===== src/logic/evtmr_defs.vh =====
// Constants for the event timer match and capture block.
// Assumes a single core clock and a Gray-coded shared time base at the input.
`ifndef EVTMR_DEFS_VH
`define EVTMR_DEFS_VH
`define EVTMR_CNT_W 64
`define EVTMR_STAT_MATCH_BIT 0
`define EVTMR_MATCH_RST 64'hffffffffffffffff
`define EVTMR_COUNT_RST 64'h0000000000000000
`define EVTMR_CAP_RST 64'h0000000000000000
`define EVTMR_STAT_W 32
`endif


===== src/logic/evtmr_top.v =====
// Event timer match and capture logic behind plain control ports.
// Assumes the central event counter arrives Gray-coded from another domain,
// and that the bus clock gating of the system keeps i_core_clk running during access.
`timescale 1ns/100ps
`include "evtmr_defs.vh"
module evtmr_top #(
  parameter CNT_W = `EVTMR_CNT_W
) (
  input wire i_core_clk,
  input wire i_rst,
  input wire [CNT_W-1:0] i_central_event_counter,
  input wire i_match_wr,
  input wire [CNT_W-1:0] i_match_wdata,
  input wire i_match_irq_en,
  input wire i_stat_clr,
  input wire [`EVTMR_STAT_W-1:0] i_stat_clr_mask,
  input wire i_capture,
  output reg [CNT_W-1:0] o_count_raw,
  output reg [CNT_W-1:0] o_match_raw,
  output reg [CNT_W-1:0] o_capture_raw,
  output wire [`EVTMR_STAT_W-1:0] o_status,
  output wire o_match_irq
);
  localparam STAT_W = `EVTMR_STAT_W;
  localparam MATCH_BIT = `EVTMR_STAT_MATCH_BIT;
  localparam [CNT_W-1:0] COUNT_RST = `EVTMR_COUNT_RST;
  localparam [CNT_W-1:0] MATCH_RST = `EVTMR_MATCH_RST;
  localparam [CNT_W-1:0] CAP_RST = `EVTMR_CAP_RST;

  wire [CNT_W-1:0] count_gray;
  wire match_hit;
  wire match_start;
  wire flag_clr;
  reg match_reached_flag;
  reg match_hit_q;
  reg [CNT_W-1:0] next_count_raw;
  reg [CNT_W-1:0] next_match_raw;
  reg [CNT_W-1:0] next_capture_raw;
  reg next_match_hit_q;
  reg next_match_reached_flag;

  // Gray code compares directly, so no decode is needed on the match path.
  function f_gray_equal;
    input [CNT_W-1:0] lhs;
    input [CNT_W-1:0] rhs;
    begin
      f_gray_equal = (lhs == rhs);
    end
  endfunction

  function f_mask_clears;
    input strobe;
    input [STAT_W-1:0] mask;
    begin
      f_mask_clears = strobe & mask[MATCH_BIT];
    end
  endfunction

  // Only the start of equality counts, so a count parked on the match value
  // does not set the flag again right after software has cleared it.
  function f_rising;
    input now_level;
    input old_level;
    begin
      f_rising = now_level & ~old_level;
    end
  endfunction

  function [STAT_W-1:0] f_status_word;
    input flag;
    begin
      f_status_word = {STAT_W{1'h0}};
      f_status_word[MATCH_BIT] = flag;
    end
  endfunction

  // A match arriving with a clear wins, so the event is not lost.
  function f_next_flag;
    input set_ev;
    input clr_ev;
    input current;
    begin
      case ({set_ev, clr_ev})
        2'h2: begin
          f_next_flag = 1'h1;
        end
        2'h3: begin
          f_next_flag = 1'h1;
        end
        2'h1: begin
          f_next_flag = 1'h0;
        end
        default: begin
          f_next_flag = current;
        end
      endcase
    end
  endfunction

  function [CNT_W-1:0] f_load;
    input load;
    input [CNT_W-1:0] value;
    input [CNT_W-1:0] current;
    begin
      if (load) begin
        f_load = value;
      end else begin
        f_load = current;
      end
    end
  endfunction

  evtmr_gray_sync #(
    .W(CNT_W)
  ) u_sync (
    .i_core_clk(i_core_clk),
    .i_rst(i_rst),
    .i_gray(i_central_event_counter),
    .o_gray(count_gray)
  );

  // The compare uses the synchronised count, one stage ahead of o_count_raw,
  // so the flag and the matching count appear on the same edge.
  assign match_hit = f_gray_equal(count_gray, o_match_raw);
  assign match_start = f_rising(match_hit, match_hit_q);
  assign flag_clr = f_mask_clears(i_stat_clr, i_stat_clr_mask);

  always @* begin
    next_count_raw = count_gray;
  end

  always @* begin
    next_match_raw = f_load(i_match_wr, i_match_wdata, o_match_raw);
  end

  always @* begin
    next_capture_raw = f_load(i_capture, count_gray, o_capture_raw);
  end

  always @* begin
    next_match_hit_q = match_hit;
  end

  always @* begin
    next_match_reached_flag = f_next_flag(match_start, flag_clr, match_reached_flag);
  end

  always @(posedge i_core_clk or posedge i_rst) begin
    if (i_rst) begin
      o_count_raw <= COUNT_RST;
    end else begin
      o_count_raw <= next_count_raw;
    end
  end

  always @(posedge i_core_clk or posedge i_rst) begin
    if (i_rst) begin
      o_match_raw <= MATCH_RST;
    end else begin
      o_match_raw <= next_match_raw;
    end
  end

  always @(posedge i_core_clk or posedge i_rst) begin
    if (i_rst) begin
      o_capture_raw <= CAP_RST;
    end else begin
      o_capture_raw <= next_capture_raw;
    end
  end

  // The edge detector idles low so that reset never leaves a false match start.
  always @(posedge i_core_clk or posedge i_rst) begin
    if (i_rst) begin
      match_hit_q <= 1'h0;
    end else begin
      match_hit_q <= next_match_hit_q;
    end
  end

  always @(posedge i_core_clk or posedge i_rst) begin
    if (i_rst) begin
      match_reached_flag <= 1'h0;
    end else begin
      match_reached_flag <= next_match_reached_flag;
    end
  end

  assign o_status = f_status_word(match_reached_flag);
  assign o_match_irq = match_reached_flag & i_match_irq_en;
endmodule


===== src/logic/evtmr_gray_sync.v =====
// Synchroniser for a Gray-coded count arriving from another clock domain.
// Assumes the source changes at most one bit per step, so each bit is safe alone.
`timescale 1ns/100ps
module evtmr_gray_sync #(
  parameter W = 64
) (
  input wire i_core_clk,
  input wire i_rst,
  input wire [W-1:0] i_gray,
  output reg [W-1:0] o_gray
);
  reg [W-1:0] meta;
  reg [W-1:0] s2;
  reg [W-1:0] s3;

  // A bit change is accepted only when the second and third stages agree.
  always @(posedge i_core_clk or posedge i_rst) begin
    if (i_rst) begin
      meta <= {W{1'b0}};
      s2 <= {W{1'b0}};
      s3 <= {W{1'b0}};
      o_gray <= {W{1'b0}};
    end else begin
      meta <= i_gray;
      s2 <= meta;
      s3 <= s2;
      o_gray <= (s2 & ~(s2 ^ s3)) | (o_gray & (s2 ^ s3));
    end
  end
endmodule


===== config.mk =====
export PLATFORM = sky130hd
export DESIGN_NAME = evtmr_top
export DESIGN_NICKNAME = d
export VERILOG_FILES = /design/src/logic/evtmr_top.v /design/src/logic/evtmr_gray_sync.v
export VERILOG_INCLUDE_DIRS = /design/src /design/src/logic
export SDC_FILE = /design/constraint.sdc
export NUM_CORES = 1
export LEC_CHECK = 0
export BUFFER_PORTS_ARGS = -buffer_cell sky130_fd_sc_hd__buf_2
export CELL_PAD_IN_SITES_DETAIL_PLACEMENT = 1
export CELL_PAD_IN_SITES_GLOBAL_PLACEMENT = 2
export CORE_AREA = 2 2 153 267
export CTS_CLUSTER_DIAMETER = 50
export DETAILED_ROUTE_END_ITERATION = 7
export DIE_AREA = 0 0 155 269
export GPL_TIMING_DRIVEN = 1
export PLACE_DENSITY_LB_ADDON = 0.1
export SLEW_MARGIN = 20
export SYNTH_ARGS = -nofsm -noshare
export SYNTH_HDL_FRONTEND = slang
export SYNTH_SLANG_ARGS = --single-unit

===== constraint.sdc =====
create_clock -name i_core_clk -period 16.9 [get_ports i_core_clk]
set_input_delay 0.845 -clock i_core_clk [delete_from_list [all_inputs] [get_ports i_core_clk]]
set_output_delay 0.845 -clock i_core_clk [all_outputs]
set_load 0.03 [all_outputs]

; ---- After elaboration in Yosys (flattened, before gate mapping)
; Cells that the tools add are included.
; W data, S select, Z words.
[word_totals]
reg_bits = 450
out_inout_bits = 225
[classes]
n_mux = 1
reduce_logical = 2
bitwise = 9
eq_ne = 4
[ops]
columns = operator, n
row1 = $and A64 B64 Y64, 2
row2 = $eq A64 B64 Y1, 1
row3 = $not A64 Y64, 1
row4 = $or A64 B64 Y64, 1
row5 = $xor A64 B64 Y64, 1
row6 = $eq A2 B2 Y1 const B, 2
row7 = $and A1 B1 Y1, 3
row8 = $eq A2 B1 Y1 const B, 1
row9 = $pmux W1 S2, 1
row10 = $reduce_bool A2 Y1, 1
row11 = $reduce_or A2 Y1, 1
row12 = $not A1 Y1, 1

; ---- Longest topological paths before layout
; Gate-level depths: netlist (run 1).
[logic_depth]
word_depth = 5
mapped_depth = 5
depth_no_buf = 5

; ---- Hierarchy
; From an unflattened synthesis (run 1), not the netlist that was laid out.
[unflattened]
hier_cells = 780
hier_area_um2 = 14542.7
[modules_own_cells]
columns = module, cells_per_inst, seq_area_each_um2, area_each_um2, n_inst
row1 = evtmr_top, 459, 4934.7, 7412.1, 1
row2 = evtmr_gray_sync, 321, 6406.1, 7130.6, 1

; ---- Least setup slack after synthesis (run 1)
; Ideal clock, no wire load.
[synth_timing]
path_kind = input port to output port
start = input port i_match_irq_en
end = output port o_match_irq
t_arrival_ps = 1121
n_path_buf = 0
path_stages = 1
required_time_ps = 16055
slack_ps = 14934
cell_sequence = and2_1
[synth_via]
elab_chain_cells = 1
[synth_lines]
columns = item, line_no
row1 = from (decl), evtmr_top.v:14  ; input wire i_match_irq_en,
row2 = $and A1 B1 Y1, evtmr_top.v:190  ; assign o_match_irq = match_reached_flag & i_match_irq_en;
row3 = to (decl), evtmr_top.v:22  ; output wire o_match_irq
; Every way passes these cells.

==> results of run 1 <==
-- final cells by class --
cell class	count	area, um^2	share of cell area
clock buffer	66	1325	0.07333
clock inverter	13	168.9	0.009348
inverter	2	15.01	0.0008309
multi-input combinational	311	2915	0.1613
sequential	450	11340	0.6276
tap	495	619.3	0.03428
timing repair buffer	331	1685	0.09327
-- placed cells by master (no fill, tap or decap), drive strengths merged --
cell type / count
a22o: 1
and2: 1
buf: 331
bufinv: 4
clkbuf: 66
clkinv: 9
conb: 31
dfrtp: 386
dfstp: 64
inv: 2
maj3: 64
mux2: 128
nand2: 1
nand4: 4
nor4: 17
xor2: 64
-- worst paths after layout --
kind,cells after the start,slack [ns],to,startpoint
hold / removal,0,0.34,u_sync.s2[58],u_sync.meta[58]
setup reg to reg,5,14.74,f_next_flag.current,o_match_raw[7]
setup / recovery,4,14.44,o_capture_raw[5],i_rst
hold reg to reg,0,0.34,u_sync.s2[58],u_sync.meta[58]
min in group asynchronous,2,0.51,u_sync.meta[32],i_rst
max in group i_core_clk,1,14.73,o_match_raw[54],o_match_raw[54]
-- kinds of logic after synthesis --
family	count (synthesis)	synth area share
DFF	450	0.7844
muxes	128	0.09969
adders and majority gates	64	0.04431
xor gates and xnor gates	64	0.03877
buffers and inverters	48	0.02181
and+or+nand+nor	23	0.01021
other	1	0.0002594
AOI/OAI and AO/OA	1	0.0006059
-- metrics by stage --
| step | util | power, mW | instance area (um^2) |
|---|---|---|---|
| global placement | 0.4176 | 1.579 | 16570 |
| CTS | 0.4552 | 2.608 | 18070 |
| floorplan | - | 1.467 | 14570 |
| global route | 0.4553 | 2.672 | 18070 |
| detailed placement | 0.4176 | 1.587 | 16570 |
| finish | 0.4553 | 2.557 | 18070 |
-- synthesized netlist by cell type --
master,instances,area (um^2)
maj3_1,64,640.6
mux2_2,128,1441
xor2_1,64,560.5
dfrtp_1,386,9659
and2_1,1,6.260
buf_4,32,240.2
nand2_1,1,3.750
dfstp_2,64,1682
inv_1,2,7.510
clkbuf_1,2,7.510
nor4_2,1,12.51
a22o_1,1,8.760
buf_2,12,60.06
nor4_1,16,100.1
nand4_1,4,25.02
conb_1,1,3.750
-- per-layer routing --
layer / GRT usage / share of wire
met4: 0.04304 / 0.018
met2: 0.2915 / 0.57
met5: 0 / 0.0018
met3: 0.03761 / 0.060
met1: 0.1684 / 0.35
-- power breakdown --
| part | switching [mW] | total, mW | internal [mW] | leakage, nW |
|---|---|---|---|---|
| Combinational | 0.211 | 0.315 | 0.104 | 2.36 |
| Clock | 0.398 | 1.00 | 0.602 | 0.743 |
| Sequential | 0.0597 | 1.24 | 1.18 | 5.19 |
==> results.toml, run 1 <==
[yosys]
synth_warnings = 0
syn-cell-area_mm2 = 0.01446
ys_types = 16
synthCells = 779
yosysSeqAreaShare = 0.7844
avgSynthCellArea_um2 = 18.56
synth-seq-cells = 450

[timing]
setup_viol = 0
layout_min_cycle_time_ns = 2.456
slew_violations = 0
tightest_slew_ns = 1.075
fmax_ghz = 0.4072
hold_ws_ns = 0.3398
setup_tns_ns = 0
finalHoldViolations = 0
timing.final.ws_setup_ns = 14.44
slew_headroom = 0.2836
fin_crit_sh = 0.1453
rsz0062_at_grt = "false"
clock-skew-final_ns = 0.01295

[setup_path]
path_cells = "buf_2 -> inv_8 -> buf_6 -> buf_4"
critPathKind = "input port to asynchronous set/reset pin"
max_stage_delay_ns = 0.64
critPathBufInv = 4
crit_family = "buffers and inverters"
required_ns = 17.51
startpoint_type = "input port"
path_max_fanout = 136
endpoint_kind = "asynchronous set/reset pin"
crit_slowest_cell = "buf_6"
cp.arrival_ns = 3.07

[layout]
syn_to_final_growth_pct = 24.97
antenna_cells = 0
layout.nets = 1305
finalNonFillerCells = 1668
drive_above_1_share = 0.5072
nFillCells = 3949

[power_and_ir_drop]
p_leak_nw = 8.291
ir_worst_vdd_mv = 0.1068
power_per_cell_area_mw_per_mm2 = 141.5

[clocking]
h-tree-depth = 2
cts_buffer_depth = 3
root_buffer = "clkbuf_16"
cts_hold_buf = 0
clkLatencyLatePin_ns = 0.54
cts.clk_slew.worst_paths_ns = 0.06
cts_buffers = 43
post_cts_resized = 0
clock_sinks = 450
cts_setup_buffers = 0
cts_tree = "yes"

[placed_design]
io_buffers = 328
pre_cts_ws_ns = 13.48
hpwl_um = 22350
gp_congestion = 0.7128
placed_cells = 1589

[die]
dieArea_mm2 = 0.04170
rows = 97
die_w_um = 155
initial_core_util = 0.3643
ios = 391
die_h_um = 269
core_mm2 = 0.03969

[route]
vias = 7537
vias_per_cell = 4.519
drc_errors = 0
drt_iter0_markers = 178
drt-total-wl_um = 31870
ant_nets = 0
avgRoutedWirePerCell_um = 19.11
drtPass1Iterations = 4

[worst_hold_path]
hold_path_class = "register to register"

[global_routing]
grt_pass1_wl_um = 48430
globalRouteTotalUtil = 0.1534
grt_overflow = 0
grt_max_degree = 187
grt_pass1_vias = 8238
antenna_found_initial = 4

[run]
drv_cap = 0

[outcome]
status = "complete, no violations"
(Power assumes the default switching activity.)
==> inputs of run 2 (changes only) <==
clock period = 2.3 ns   (was 16.9 ns; I/O delays follow)
==> results.toml, run 2 (synthesized netlist as in run 1, its figures left out) <==
[timing]
clock-skew-final_ns = 0.01584
fmax_ghz = 0.4896
setup_viol = 0
layout_min_cycle_time_ns = 2.043
hold_ws_ns = 0.06456
timing.final.ws_setup_ns = 0.2574
setup_tns_ns = 0
tightest_slew_ns = 0.5443
finalHoldViolations = 0
rsz0062_at_grt = "false"
fin_crit_sh = 0.8881
slew_violations = 0
slew_headroom = 0.6338

[die]
initial_core_util = 0.3643
die_w_um = 155
rows = 97
core_mm2 = 0.03969
die_h_um = 269
ios = 391
dieArea_mm2 = 0.04170

[power_and_ir_drop]
net-switching-power_mw = 5.001
ir_worst_vdd_mv = 0.6417
p_comb_frac = 0.137
clkPwrFrac = 0.378
power_per_cell_area_mw_per_mm2 = 963.6
power.internal_mw = 13.82
seq_power_share = 0.485
p_leak_nw = 8.900
switching_share = 0.2657

[global_routing]
grt_overflow = 0
antenna_found_initial = 1
grt_max_degree = 94
globalRouteTotalUtil = 0.1674
grt_pass1_wl_um = 53110
grt_pass1_vias = 9119

[setup_path]
cp_common_cell = "nor4_2"
ff2ff_path_depth = 6
path_cells = "xor2_1 -> nor4_2 -> buf_4 -> nand4_1 -> nor4_2 -> a22o_1"
cp.arrival_ns = 2.51
critPathKind = "register to register"
max_stage_delay_ns = 0.55
crit_slowest_cell = "dfstp_2"
endpoint_kind = "register"
startpoint_type = "register"
path_max_fanout = 3
required_ns = 2.77

[route]
ant_nets = 0
drtPass1Iterations = 4
vias_per_cell = 4.431
drt-total-wl_um = 34480
avgRoutedWirePerCell_um = 18.99
drc_errors = 0
vias = 8047
drt_iter0_markers = 180

[clocking]
clkLatencyLatePin_ns = 0.54
cts_buffers = 43
clock_sinks = 450
h-tree-depth = 2
cts_buffer_depth = 3
cts.clk_slew.worst_paths_ns = 0.06
cts_setup_buffers = 0
root_buffer = "clkbuf_16"
cts_tree = "yes"

[outcome]
status = "complete, no violations"

[layout]
final_util = 0.4922
multiInputGateArea_mm2 = 0.002934
seq_area_mm2 = 0.01134
layout_common_cells = "386 x dfrtp_1, 326 x buf_2, 131 x dlygate4sd3_1, 128 x mux2_2"
syn_to_final_growth_pct = 35.10
layout.nets = 1453
finalNonFillerCells = 1816
mostFrequentLayoutCell = "dfrtp_1"
nFillCells = 3898
drive_above_1_share = 0.4629

[placed_design]
placed_cells = 1606
pre_cts_ws_ns = -0.04682
gp_congestion = 0.7156
hpwl_um = 24180
io_buffers = 328

[run]
drv_cap = 0

[worst_hold_path]
hold_path_class = "input port to asynchronous set/reset pin"
[run 2: per-layer routing]
metal	up-vias	GRT usage	routed length, um
met5	-	0	0
met2	250	0.3204	19390
met1	4140	0.1840	12460
met4	0	0.05581	957
li1	3599	-	-
met3	58	0.03214	1671
[run 2: final cells by class]
type	count	area share
Timing Repair Buffer	479	0.1636
Sequential cell	450	0.5806
Inverter	2	0.0005765
Antenna cell	1	0.0001281
Clock buffer	65	0.06559
Clock inverter	13	0.007622
Tap cell	495	0.03171
Multi-Input combinational cell	311	0.1502
[run 2: final timing paths]
| kind | startpoint | end | slack [ns] |
|---|---|---|---|
| min reg2reg | u_sync.meta[19] | u_sync.s2[19] | 0.34 |
| min in group i_core_clk | i_match_wr | o_match_raw[32] | 0.10 |
| max reg2reg | o_match_raw[26] | f_next_flag.current | 0.26 |
| min | i_rst | u_sync.meta[36] | 0.06 |
| max | o_match_raw[26] | f_next_flag.current | 0.26 |
| max in group asynchronous | i_rst | o_match_raw[42] | 1.24 |
[run 2: timing repair]
action / in CTS / in global routing
cloned: 0 / 0
resized for setup: 2 / 1
hold endpoints to repair: 273 / 0
setup endpoints to repair: 1 / 1
hold buffers: 131 / 0
[run 2: power groups by stage]
stage,clock network [mW],logic (mW),registers (mW)
2_1_floorplan,0,0.781,10.0
3_3_place_gp,0,2.42,9.26
3_5_place_dp,0,2.44,9.29
4_1_cts,7.41,2.64,9.15
5_1_grt,7.73,2.76,9.23
6_report,7.12,2.58,9.13
[run 2: worst max-delay path, delay by kind of cell (launching register included)]
kind / cells / cell delay (ns)
AND/OR/NAND/NOR: 3 / 0.98
AO/OA/AOI/OAI: 1 / 0.19
flip-flops: 1 / 0.55
XOR/XNOR: 1 / 0.09
buffers and inverters: 1 / 0.16
[run 2: per-stage QoR]
stage               area (um^2)  power [mW]
floorplan                 14580       10.78
global placement          16770       11.68
detailed placement        16770       11.73
CTS                       19530       19.20
global route              19530       19.72
finish                    19530       18.82
